$ cat src/logic/eiop_regs.vh
// register offsets, field codes and reset values of the io port block
`ifndef EIOP_REGS_VH
`define EIOP_REGS_VH

// port slots in address order: a, c, b, e, d, f
`define EIOP_PORT_A_DATA      5'h00
`define EIOP_PORT_A_DIRECTION 5'h01
`define EIOP_PORT_A_OPTION    5'h02
`define EIOP_PORT_C_DATA      5'h04
`define EIOP_PORT_C_DIRECTION 5'h05
`define EIOP_PORT_C_OPTION    5'h06
`define EIOP_PORT_B_DATA      5'h08
`define EIOP_PORT_B_DIRECTION 5'h09
`define EIOP_PORT_B_OPTION    5'h0a
`define EIOP_PORT_E_DATA      5'h0c
`define EIOP_PORT_E_DIRECTION 5'h0d
`define EIOP_PORT_E_OPTION    5'h0e
`define EIOP_PORT_D_DATA      5'h10
`define EIOP_PORT_D_DIRECTION 5'h11
`define EIOP_PORT_D_OPTION    5'h12
`define EIOP_PORT_F_DATA      5'h14
`define EIOP_PORT_F_DIRECTION 5'h15
`define EIOP_PORT_F_OPTION    5'h16

// low two address bits select the register inside a slot
`define EIOP_SEL_DATA   2'h0
`define EIOP_SEL_DIR    2'h1
`define EIOP_SEL_OPT    2'h2
`define EIOP_NUM_SLOTS  3'h6

`define EIOP_DATA_RST   8'h00
`define EIOP_DIR_RST    8'h00
`define EIOP_OPT_RST    8'h00

// polarity pair codes {hi, lo}
`define EIOP_POL_FALL_LOW 2'h0
`define EIOP_POL_RISE     2'h1
`define EIOP_POL_FALL     2'h2
`define EIOP_POL_BOTH     2'h3

`endif

$ cat src/logic/eiop_top.v
// eight bit io port block: six ports, registers, pin drive and external irq
//
// Implementation choice: the strobed register port.
`timescale 1ns/100ps
`include "eiop_regs.vh"
//
// How it works
// - pin x uses bit x of its port's data, direction and option registers
// - direction bit clear makes the pin an input
// - direction bit set makes the pin an output driven from the latch
// - data read returns latch for outputs, two-flop synchronised pin level for inputs
// - data writes always update the latch, also for input pins
// - input option 0 floating, 1 pull-up with interrupt
// - output option 0 open-drain, 1 push-pull
// - input-with-interrupt pin raises its vector per the polarity selection
// - enabled pins of one vector are ANDed before edge or level detection
// - output pins never feed an external interrupt
// - a claiming peripheral overrides data, direction and option
// - peripheral output makes the pin an output, driver type from peripheral
// - a claimed pin is an output with the peripheral's driver type, so open-drain releases a high; data read still follows its direction bit
// - data and direction reset to zero, all pins inputs
// - bits of unbonded pins are forced to 1 by hardware
// - polarity pair 00 fall+low, 10 fall, 01 rise, 11 both edges
// - edge requests latch, clear on service entry and on polarity change
// - vectors: a0-3, f0-2, b0-3, b4-7

module eiop_top #(
  parameter [47:0] BONDED_MASK = 48'hffff_ffff_ffff
) (
  // clock and reset
  input  wire        ref_clk_i,
  input  wire        rstn_i,
  // register port
  input  wire [4:0]  addr_i,
  input  wire [7:0]  wdata_i,
  input  wire        wr_i,
  input  wire        rd_i,
  output wire [7:0]  rdata_o,
  // pins, slot order a,c,b,e,d,f in bytes 0..5
  input  wire [47:0] pin_i,
  output wire [47:0] pin_o,
  output wire [47:0] pin_oe_o,
  output wire [47:0] pullup_o,
  // peripheral alternate functions
  input  wire [47:0] alt_en_i,
  input  wire [47:0] alt_out_i,
  input  wire [47:0] alt_pp_i,
  output wire [47:0] pin_level_o,
  // external interrupts
  input  wire [1:0]  irq_polarity_lo_pair_i,
  input  wire [1:0]  irq_polarity_hi_pair_i,
  input  wire [3:0]  irq_ack_i,
  output wire [3:0]  ext_irq_vector_o
);

  // ************************************************
  // registers
  // ************************************************
  reg  [47:0] data_ff;
  reg  [47:0] dir_ff;
  reg  [47:0] opt_ff;
  reg  [7:0]  rdata_ff;
  reg  [1:0]  pol_lo_ff;
  reg  [1:0]  pol_hi_ff;

  wire [2:0]  slot;
  wire [1:0]  sel;
  wire        slot_ok;
  wire [47:0] sync_lvl;
  reg  [7:0]  nxt_rdata;
  integer     w;
  integer     r;
  genvar      g;

  assign slot    = addr_i[4:2];
  assign sel     = addr_i[1:0];
  assign slot_ok = (slot < `EIOP_NUM_SLOTS);

  // ************************************************
  // pin synchroniser
  // ************************************************
  eiop_sync2 #(
    .W (48)
  ) u_eiop_sync2 (
    .ref_clk_i (ref_clk_i),
    .rstn_i    (rstn_i),
    .d_i       (pin_i),
    .q_o       (sync_lvl)
  );

  // unbonded pins read as 1
  wire [47:0] level = sync_lvl | ~BONDED_MASK;
  assign pin_level_o = level;

  // ************************************************
  // register writes
  // ************************************************
  always @(posedge ref_clk_i or negedge rstn_i) begin
    if (!rstn_i) begin
      data_ff <= {6{`EIOP_DATA_RST}};
      dir_ff  <= {6{`EIOP_DIR_RST}};
      opt_ff  <= {6{`EIOP_OPT_RST}};
    end else begin
      for (w = 0; w < 6; w = w + 1) begin
        if (wr_i && slot_ok && slot == w[2:0]) begin
          if (sel == `EIOP_SEL_DATA)
            data_ff[w*8 +: 8] <= wdata_i;
          if (sel == `EIOP_SEL_DIR)
            dir_ff[w*8 +: 8] <= wdata_i;
          if (sel == `EIOP_SEL_OPT)
            opt_ff[w*8 +: 8] <= wdata_i;
        end
      end
    end
  end

  // stored view with unbonded bits forced high
  wire [47:0] data_v = data_ff | ~BONDED_MASK;
  wire [47:0] dir_v  = dir_ff | ~BONDED_MASK;
  wire [47:0] opt_v  = opt_ff | ~BONDED_MASK;

  // ************************************************
  // register reads
  // ************************************************
  always @* begin
    nxt_rdata = 8'h00;
    for (r = 0; r < 6; r = r + 1) begin
      if (rd_i && slot_ok && slot == r[2:0]) begin
        case (sel)
          `EIOP_SEL_DATA:
            nxt_rdata = (dir_v[r*8 +: 8] & data_v[r*8 +: 8]) |
                        (~dir_v[r*8 +: 8] & level[r*8 +: 8]);
          `EIOP_SEL_DIR:  nxt_rdata = dir_v[r*8 +: 8];
          `EIOP_SEL_OPT:  nxt_rdata = opt_v[r*8 +: 8];
          default:        nxt_rdata = 8'h00;
        endcase
      end
    end
  end

  always @(posedge ref_clk_i or negedge rstn_i) begin
    if (!rstn_i)
      rdata_ff <= 8'h00;
    else
      rdata_ff <= nxt_rdata;
  end
  assign rdata_o = rdata_ff;

  // ************************************************
  // pin drive
  // ************************************************
  // one cell per pin, bit x of each register feeds pin x
  generate
    for (g = 0; g < 48; g = g + 1) begin : g_pin
      eiop_pin_cell #(
        .BONDED (BONDED_MASK[g])
      ) u_eiop_pin_cell (
        .ref_clk_i (ref_clk_i),
        .rstn_i    (rstn_i),
        .dir_i     (dir_ff[g]),
        .opt_i     (opt_ff[g]),
        .data_i    (data_ff[g]),
        .alt_en_i  (alt_en_i[g]),
        .alt_out_i (alt_out_i[g]),
        .alt_pp_i  (alt_pp_i[g]),
        .pin_o     (pin_o[g]),
        .pin_oe_o  (pin_oe_o[g]),
        .pullup_o  (pullup_o[g])
      );
    end
  endgenerate

  // ************************************************
  // external interrupt sources
  // ************************************************
  // input with interrupt: input, option set, not claimed, bonded
  wire [47:0] irq_en = ~dir_ff & opt_ff & ~alt_en_i & BONDED_MASK;
  wire [47:0] gated  = sync_lvl | ~irq_en;
  wire [3:0]  src;
  assign src[0] = &gated[3:0];    // port a pins 0-3
  assign src[1] = &gated[42:40];  // port f pins 0-2
  assign src[2] = &gated[19:16];  // port b pins 0-3
  assign src[3] = &gated[23:20];  // port b pins 4-7

  wire       lo_chg = (irq_polarity_lo_pair_i != pol_lo_ff);
  wire       hi_chg = (irq_polarity_hi_pair_i != pol_hi_ff);

  // ************************************************
  // pending requests
  // ************************************************
  // last polarity codes, kept only to spot a change
  always @(posedge ref_clk_i or negedge rstn_i) begin
    if (!rstn_i) begin
      pol_lo_ff <= `EIOP_POL_FALL_LOW;
      pol_hi_ff <= `EIOP_POL_FALL_LOW;
    end else begin
      pol_lo_ff <= irq_polarity_lo_pair_i;
      pol_hi_ff <= irq_polarity_hi_pair_i;
    end
  end

  eiop_irq_det u_eiop_irq_det_0 (
    .ref_clk_i (ref_clk_i),
    .rstn_i    (rstn_i),
    .src_i     (src[0]),
    .pol_i     (irq_polarity_lo_pair_i),
    .pol_chg_i (lo_chg),
    .ack_i     (irq_ack_i[0]),
    .req_o     (ext_irq_vector_o[0])
  );

  eiop_irq_det u_eiop_irq_det_1 (
    .ref_clk_i (ref_clk_i),
    .rstn_i    (rstn_i),
    .src_i     (src[1]),
    .pol_i     (irq_polarity_lo_pair_i),
    .pol_chg_i (lo_chg),
    .ack_i     (irq_ack_i[1]),
    .req_o     (ext_irq_vector_o[1])
  );

  eiop_irq_det u_eiop_irq_det_2 (
    .ref_clk_i (ref_clk_i),
    .rstn_i    (rstn_i),
    .src_i     (src[2]),
    .pol_i     (irq_polarity_hi_pair_i),
    .pol_chg_i (hi_chg),
    .ack_i     (irq_ack_i[2]),
    .req_o     (ext_irq_vector_o[2])
  );

  eiop_irq_det u_eiop_irq_det_3 (
    .ref_clk_i (ref_clk_i),
    .rstn_i    (rstn_i),
    .src_i     (src[3]),
    .pol_i     (irq_polarity_hi_pair_i),
    .pol_chg_i (hi_chg),
    .ack_i     (irq_ack_i[3]),
    .req_o     (ext_irq_vector_o[3])
  );

endmodule // eiop_top

// ************************************************
// two flop synchroniser
// ************************************************
module eiop_sync2 #(
  parameter W = 48
) (
  // clock and reset
  input  wire         ref_clk_i,
  input  wire         rstn_i,
  // async levels in, synced levels out
  input  wire [W-1:0] d_i,
  output wire [W-1:0] q_o
);
  reg  [W-1:0] sync1_ff;
  reg  [W-1:0] sync2_ff;

  // only the second flop is read outside
  always @(posedge ref_clk_i or negedge rstn_i) begin
    if (!rstn_i) begin
      sync1_ff <= {W{1'b0}};
      sync2_ff <= {W{1'b0}};
    end else begin
      sync1_ff <= d_i;
      sync2_ff <= sync1_ff;
    end
  end
  assign q_o = sync2_ff;
endmodule // eiop_sync2

// ************************************************
// one vector: edge and level detect, pending flag
// ************************************************
module eiop_irq_det (
  // clock and reset
  input  wire       ref_clk_i,
  input  wire       rstn_i,
  // combined source and controls
  input  wire       src_i,
  input  wire [1:0] pol_i,
  input  wire       pol_chg_i,
  input  wire       ack_i,
  // request to the cpu
  output wire       req_o
);
  reg  src_ff;
  reg  pend_ff;
  reg  edge_det;
  reg  low_lvl;

  always @* begin
    edge_det = 1'b0;
    low_lvl  = 1'b0;
    case (pol_i)
      `EIOP_POL_FALL_LOW: begin
        edge_det = src_ff & ~src_i;
        low_lvl  = ~src_i;
      end
      `EIOP_POL_FALL: edge_det = src_ff & ~src_i;
      `EIOP_POL_RISE: edge_det = ~src_ff & src_i;
      `EIOP_POL_BOTH: edge_det = src_ff ^ src_i;
      default:        edge_det = 1'b0;
    endcase
  end

  // source idles high, so no false edge after reset
  always @(posedge ref_clk_i or negedge rstn_i) begin
    if (!rstn_i) begin
      src_ff  <= 1'b1;
      pend_ff <= 1'b0;
    end else begin
      src_ff  <= src_i;
      // a new edge wins over ack and polarity change
      pend_ff <= (pend_ff & ~ack_i & ~pol_chg_i) | edge_det;
    end
  end

  assign req_o = pend_ff | low_lvl;
endmodule // eiop_irq_det

// ************************************************
// one pin: mode select and pad controls
// ************************************************
module eiop_pin_cell #(
  parameter [0:0] BONDED = 1'b1
) (
  // clock and reset
  input  wire ref_clk_i,
  input  wire rstn_i,
  // port register bits
  input  wire dir_i,
  input  wire opt_i,
  input  wire data_i,
  // peripheral alternate function
  input  wire alt_en_i,
  input  wire alt_out_i,
  input  wire alt_pp_i,
  // pad controls
  output wire pin_o,
  output wire pin_oe_o,
  output wire pullup_o
);
  // alternate function wins over port registers
  wire eff_out = alt_en_i | dir_i;
  wire eff_val = alt_en_i ? alt_out_i : data_i;
  wire eff_pp  = alt_en_i ? alt_pp_i : opt_i;
  reg  pin_ff;
  reg  oe_ff;
  reg  pull_ff;

  always @(posedge ref_clk_i or negedge rstn_i) begin
    if (!rstn_i) begin
      pin_ff  <= 1'b0;
      oe_ff   <= 1'b0;
      pull_ff <= 1'b0;
    end else begin
      pin_ff  <= eff_val;
      // open drain drives only the low level
      oe_ff   <= eff_out & (eff_pp | ~eff_val) & BONDED;
      pull_ff <= ~eff_out & opt_i & BONDED;
    end
  end
  assign pin_o    = pin_ff;
  assign pin_oe_o = oe_ff;
  assign pullup_o = pull_ff;
endmodule // eiop_pin_cell

$ cat config.mk
export PLATFORM = sky130hd
export DESIGN_NAME = eiop_top
export DESIGN_NICKNAME = d
export VERILOG_FILES = /design/src/logic/eiop_top.v
export VERILOG_INCLUDE_DIRS = /design/src /design/src/logic
export SDC_FILE = /design/constraint.sdc
export NUM_CORES = 1
export LEC_CHECK = 0
export BUFFER_PORTS_ARGS = -buffer_cell sky130_fd_sc_hd__buf_2
export CAP_MARGIN = 20
export CORE_ASPECT_RATIO = 2
export CORE_MARGIN = 2
export CORE_UTILIZATION = 25
export CTS_CLUSTER_SIZE = 40
export DETAILED_ROUTE_END_ITERATION = 6
export PLACE_DENSITY = 0.5
export SYNTH_ARGS = -nofsm -noshare
export SYNTH_HDL_FRONTEND = slang
export SYNTH_SLANG_ARGS = --single-unit
$ cat constraint.sdc
create_clock -name ref_clk_i -period 2.6 [get_ports ref_clk_i]
set_clock_uncertainty 0.2 [all_clocks]
set_input_delay 0.52 -clock ref_clk_i [delete_from_list [all_inputs] [get_ports ref_clk_i]]
set_output_delay 0.52 -clock ref_clk_i [all_outputs]
set_load 0.05 [all_outputs]
==> qor.txt, run 1 <==
CTS sink count - 404
insertion delay to the later sink of the worst-skew pair - 570 ps
max-cap viol count - 0
Site Rows - 136
Worst-path clk slew - 60 ps
Critical Path Start Type - register
Post-synth EDFFs - 0
cell area after placement - 19820 sq um
Die H - 375.2 um
share of cells above drive strength 1 - 41.76%
I/O Buffers - 420
DR iter-0 viols - 616
post-synthesis cell count - 1363
GPL Wtd Cong - 0.8112
Vias per Instance - 4.396
power density over the cells - 791.7 nW/um^2
largest net degree at the start of global routing - 95
Synth cell types - 66
Rel. slew slack - 58.42%
grt ovf - 0
Cell Count, Final, Fillers Out - 2845
post-DR wirelength/cell - 20.83 um
worst slew pin tran - 623.8 ps
antenna violations before repair - 9
worst min path class - input pin to register
final hold viol count - 0
syn avg cell area - 12.63 sq um
Synth Cell Area - 17220 sq um
VDD IR max - 0.4961 mV
Mapped Nets - 1588
Setup Viol. Count Final - 4
fin crit share - 111.3%
drt drc - 0
Hold Path Stages - 3
clock root buffer - clkbuf_16
area grow syn2layout - 35.76%
WL final - 59.28 mm
DR vias - 12510
number of global-route vias before repair - 13280
Boundary Pins - 421
DRT Pass-1 Iters - 4
ys async rst share - 100.0%
H-Tree Level Count - 2
Yosys warnings - 0
Worst Path Arrival - 2170 ps
TritonCTS clock tree - yes
global-route wire length before repair - 87.72 mm
violated checks - negative setup slack
remaining antenna violation count - 0
die width - 189.6 um
Worst EP required - 1880 ps
Seq cells post-synth - 404
Layout Nets - 2140
commonest non-fill, non-tap cell in the layout - buf_2
post-layout min period - 2894 ps
unrepaired setup endpoints after global routing - true
Max Freq - 345.6 MHz
final worst slack - -293.9 ps
maximum number of buffers from clock root to sink - 3
critical-path maximum fanout - 2
Final Instance Area - 23380 sq um
status - finished, violations left
crit path capture type - primary output
TritonCTS buffer count - 42
Core Area - 68410 sq um
Total Power - 18.51 mW
# fillers - 6881
crit path kind - register to primary output
die area - 71120 sq um
Starting Density - 25.17%
worst slack, placed - -249.5 ps
sequential area share after synthesis - 58.74%
Worst Reg-to-Reg Cells - 9
Leak - 11.00 nW
fin. max-slew vios - 0
commonest non-fill, non-tap cells in the layout - 414 x buf_2, 398 x dfrtp_1, 193 x dlygate4sd3_1
Synth Flop Type - dfrtp_1
gr usage total - 16.54%
dpl hpwl - 43.49 mm
Placed Cells - 2565
-- state kept, by name, indices dropped and copies added (netlist names) --
signal,flops
rdata_o,8
opt_ff,48
u_eiop_irq_det_1.pend_ff,1
pol_hi_ff,2
g_pin.u_eiop_pin_cell.pin_o,48
u_eiop_sync2.sync1_ff,48
data_ff,48
u_eiop_irq_det_3.pend_ff,1
pol_lo_ff,2
dir_ff,48
u_eiop_sync2.q_o,48
u_eiop_irq_det_0.pend_ff,1
u_eiop_irq_det_2.pend_ff,1
u_eiop_irq_det_0.src_ff,1
u_eiop_irq_det_1.src_ff,1
u_eiop_irq_det_3.src_ff,1
u_eiop_irq_det_2.src_ff,1
g_pin.u_eiop_pin_cell.pullup_o,48
g_pin.u_eiop_pin_cell.pin_oe_o,48
-- cells in the mapped netlist, types with 6 or more instances --
master    count  area (sq um)
nand2_1      16         60.06
mux2_4        8         120.1
a21oi_1      75         375.4
buf_4       151          1134
or4_1         9         67.56
a221oi_1     22         192.7
clkbuf_1     19         71.32
nor2_1       12         45.04
mux2_2      175          1971
or3b_2       16         140.1
buf_2         9         45.04
a21o_1       10         75.07
o21ai_1       6         30.03
ha_1          8         100.1
o22ai_1       6         37.54
nor2b_1      14         87.58
a31oi_1      47         294.0
inv_1        63         236.5
nand2b_1     74         462.9
mux2_1        8         90.09
nor3b_1      49         367.9
dfrtp_1     400         10010
o21ai_0      74         370.4
-- critical path, cell delays in order, from the launching register on --
cell and delay [ps]:
dfrtp_1 380, nor3b_1 160, nor2b_1 130, or4_4 600, a21o_1 200, buf_6 150
-- per-stage QoR --
stage / hold WS (ps) / setup TNS, ps / utilization [%]
5_1_grt: 24.64 / -1119 / 34.18
3_3_place_gp: 132.4 / -861.3 / 28.97
4_1_cts: 5.529 / -1140 / 34.07
3_5_place_dp: 134.7 / -717.9 / 28.97
2_1_floorplan: 24.41 / 0 / -
6_report: 37.13 / -888.4 / 34.18
-- cell type report --
| type | instances | area (sq um) | share of cell area (%) |
|---|---|---|---|
| timing repair buffer | 695 | 4812 | 20.58 |
| clock inverter | 26 | 281.5 | 1.204 |
| multi-input combinational | 707 | 5634 | 24.10 |
| sequential | 404 | 10120 | 43.28 |
| inverter | 65 | 244.0 | 1.044 |
| antenna | 1 | 2.502 | 0.01070 |
| clock buffer | 50 | 1165 | 4.983 |
| tap | 897 | 1122 | 4.801 |
-- timing repair --
item                                   CTS  global route
hold buffers                           193             0
resized for setup                       15            11
endpoints found under the hold margin  257             0
pin swaps                                4             6
setup endpoints to repair                4             4
setup buffers                            8             3
-- final timing paths --
| kind | start | to | slack [ps] |
|---|---|---|---|
| max in group asynchronous | rstn_i | g_pin[9].u_eiop_pin_cell.pin_oe_o | 1090 |
| worst min register to register | u_eiop_sync2.sync1_ff[6] | u_eiop_sync2.q_o[6] | 140 |
| min in group asynchronous | rstn_i | g_pin[17].u_eiop_pin_cell.pin_oe_o | 250 |
| worst max-delay path | opt_ff[16] | ext_irq_vector_o[2] | -290 |
| worst min-delay path | alt_pp_i[34] | g_pin[34].u_eiop_pin_cell.pin_oe_o | 40 |
| worst max register to register | opt_ff[16] | u_eiop_irq_det_2.pend_ff | 330 |
-- logic make-up after synthesis --
group                    after synthesis  share of synthesized area (%)
XOR/XNOR                               5                         0.2544
flip-flops                           404                          58.74
buffers and inverters                252                          9.031
AND/OR/NAND/NOR                      226                          8.908
AO/OA/AOI/OAI                        273                          9.591
adder cells (fa/ha/maj)                8                         0.5813
multiplexers                         195                          12.90
-- per-layer routing --
| metal | global-route usage (%) | wire length [um] | vias up |
|---|---|---|---|
| li1 | - | - | 5769 |
| met1 | 21.67 | 26110 | 6120 |
| met2 | 27.10 | 27120 | 522 |
| met3 | 4.220 | 4580 | 85 |
| met4 | 4.242 | 1390 | 12 |
| met5 | 0 | 80 | - |
-- power breakdown --
group	total [mW]	internal [mW]	switching, mW
Combinational	4.21	1.66	2.55
Clock	6.48	3.66	2.82
Sequential	7.82	7.13	0.698
Total	18.5	12.4	6.06
Note: power is estimated with default switching activity, not from simulation.
==> inputs of run 2 (changes only) <==
--- a/config.mk
+++ b/config.mk
@@ -6,6 +6,8 @@
 export SDC_FILE = /design/constraint.sdc
 export NUM_CORES = 1
 export LEC_CHECK = 0
+export ABC_AREA = 1
+export ABC_CLOCK_PERIOD_IN_PS = 2600
 export BUFFER_PORTS_ARGS = -buffer_cell sky130_fd_sc_hd__buf_2
 export CAP_MARGIN = 20
 export CORE_ASPECT_RATIO = 2
@@ -13,7 +15,8 @@
 export CORE_UTILIZATION = 25
 export CTS_CLUSTER_SIZE = 40
 export DETAILED_ROUTE_END_ITERATION = 6
-export PLACE_DENSITY = 0.5
+export PLACE_DENSITY = 0.51
+export SLEW_MARGIN = 20
 export SYNTH_ARGS = -nofsm -noshare
 export SYNTH_HDL_FRONTEND = slang
 export SYNTH_SLANG_ARGS = --single-unit
==> qor.txt, run 2 <==
syn avg cell area - 9.352 sq um
fin. max-slew vios - 0
Core Area - 67730 sq um
Hold Path Stages - 4
Post-synth EDFFs - 0
largest net degree at the start of global routing - 66
grt met1 use - 18.89%
post-layout min period - 2676 ps
CTS sink count - 404
DR vias - 14300
Synth cell types - 34
global route hottest layer - met2
gr usage total - 17.19%
RR Startpoint - opt_ff[23]
power density over the cells - 788.1 nW/um^2
Synth top area share - 58.42%
Placed Cells - 3010
Crit path top cell by count - or2_4
hold slack - 18.87 ps
Synth Cell Area - 17130 sq um
I/O Buffers - 420
Total Power - 18.25 mW
Boundary Pins - 421
largest area contributor in the netlist - dfrtp_1
max-cap viol count - 0
M3 GR Usage - 3.602%
H-Tree Level Count - 2
drt drc - 0
Commonest cells post-synth - 417 x nand2_1, 400 x dfrtp_1, 186 x o21ai_0
max incr delay on CP - 380 ps
commonest non-fill, non-tap cells in the layout - 415 x buf_2, 401 x nand2_1, 398 x dfrtp_1
post-synthesis cell count - 1832
Die H - 374.2 um
insertion delay to the later sink of the worst-skew pair - 590 ps
crit path capture type - primary output
DRT Pass-1 Iters - 5
Yosys warnings - 0
Max Freq - 373.7 MHz
final hold viol count - 0
Site Rows - 135
Rel. slew slack - 46.95%
VDD IR max - 0.6900 mV
post-DR wirelength/cell - 18.53 um
Worst Reg-to-Reg Cells - 15
worst slew pin tran - 794.9 ps
die width - 189.1 um
Leak - 11.38 nW
share of cells above drive strength 1 - 27.96%
DR iter-0 viols - 715
hold path start - alt_en_i[3]
Worst EP required - 1880 ps
violated checks - negative setup slack
area grow syn2layout - 35.18%
Setup Viol. Count Final - 1
count leader, synth - nand2_1
die area - 70770 sq um
largest cells by area after synthesis - dfrtp_1 58%, nand2_1 9.1%, buf_4 6.7%, o21ai_0 5.4%, inv_1 3.6%
fin crit share - 102.9%
TritonCTS clock tree - yes
status - finished, violations left
ys async rst share - 100.0%
critical-path maximum fanout - 2
number of global-route vias before repair - 14900
Mapped Nets - 2057
unrepaired setup endpoints after global routing - true
WL final - 61.01 mm
Layout Nets - 2596
met2 GRT Util - 31.25%
worst hold endpoint - g_pin[3].u_eiop_pin_cell.pullup_o
Reg2Reg Setup Slack - 120 ps
Critical Path Start Type - register
commonest non-fill, non-tap cell in the layout - buf_2
Cell Count, Final, Fillers Out - 3292
antenna violations before repair - 9
RR Endpoint - g_pin[23].u_eiop_pin_cell.pin_oe_o
TritonCTS buffer count - 41
Synth Flop Type - dfrtp_1
GPL Wtd Cong - 0.7774
# fillers - 6924
grt ovf - 0
worst min path class - input pin to register
CP max stage cell - dfrtp_1
crit path kind - register to primary output
Worst-path clk slew - 70 ps
global-route wire length before repair - 90.67 mm
Worst Path Arrival - 1960 ps
Starting Density - 25.29%
Seq cells post-synth - 404
remaining antenna violation count - 0
sequential area share after synthesis - 59.04%
dpl hpwl - 45.24 mm
clock root buffer - clkbuf_16
Vias per Instance - 4.343
maximum number of buffers from clock root to sink - 3
crit path cell chain - or2_4, or2_4, nand3_4, inv_4, o21ai_4, buf_12
final worst slack - -75.94 ps
## run 2: changes by cell type after synthesis, sizes merged, moves of 74 or more
cell,change
nand2,+403
mux2,-188
o21ai,+134
nor2,+124
inv,+107
nand2b,-74
## run 2: kinds of logic after synthesis
group / synth area share (%)
compound gates: 10.81
xor+xnor: 0.2045
fa+ha+maj: 0.5843
buf+inv: 11.70
flops: 59.04
mux: 0.1972
simple gates: 17.47
## run 2: what timing repair did
item,in CTS,in global routing
endpoints found under the hold margin,194,0
pin swaps,18,13
hold buffers,178,0
endpoints found under the setup margin,4,5
buffers inserted,29,6
resized for setup,43,20
## run 2: area by class of cell
class	count	area, sq um	share of cell area, %
clock buffers	59	1226	5.294
repair buffers	688	4708	20.33
clock inverters	13	165.2	0.7131
diodes	2	5.005	0.02161
flip-flops and latches	404	10120	43.68
inverters	172	653.1	2.820
multi-input cells	1064	5171	22.33
well taps	890	1114	4.808
## run 2: metal layers
metal  up-vias  wire, um
met5         -        76
met4        12      2590
met3       125      3567
met2       502     31980
met1      6817     22790
li1       6841         -
## run 2: power breakdown
part	leakage (nW)	total [mW]	internal, mW	switching, mW
registers	4.96	7.75	7.16	0.590
logic	5.74	4.31	1.36	2.95
clock network	0.683	6.20	3.59	2.61
total	11.4	18.3	12.1	6.15
## run 2: worst max path at each step
| stage | startpoint | endpoint | slack [ps] |
|---|---|---|---|
| finish | dir_ff[42] | ext_irq_vector_o[1] | -80 |
| global route | opt_ff[42] | ext_irq_vector_o[1] | -170 |
| CTS | dir_ff[42] | ext_irq_vector_o[1] | -180 |
| detailed placement | alt_en_i[41] | ext_irq_vector_o[1] | -270 |
| global placement | alt_en_i[42] | ext_irq_vector_o[1] | -260 |
| floorplan | u_eiop_sync2.q_o[40] | ext_irq_vector_o[1] | 200 |
## run 2: through the flow
stage	instance area (sq um)	TNS, ps	worst slack, ps	utilization [%]
2_1_floorplan	17130	0	204.4	-
3_3_place_gp	19580	-446.9	-255.8	28.91
3_5_place_dp	19580	-417.0	-272.4	28.91
4_1_cts	23070	-309.8	-184.9	34.06
5_1_grt	23160	-222.2	-172.9	34.19
6_report	23160	-75.94	-75.94	34.19
## run 2: worst max-delay path, delay by kind of cell (launching register included)
family	cells	cell delay [ps]
and+or+nand+nor	3	640
DFF	1	380
buffers and inverters	2	210
AOI/OAI and AO/OA	1	150
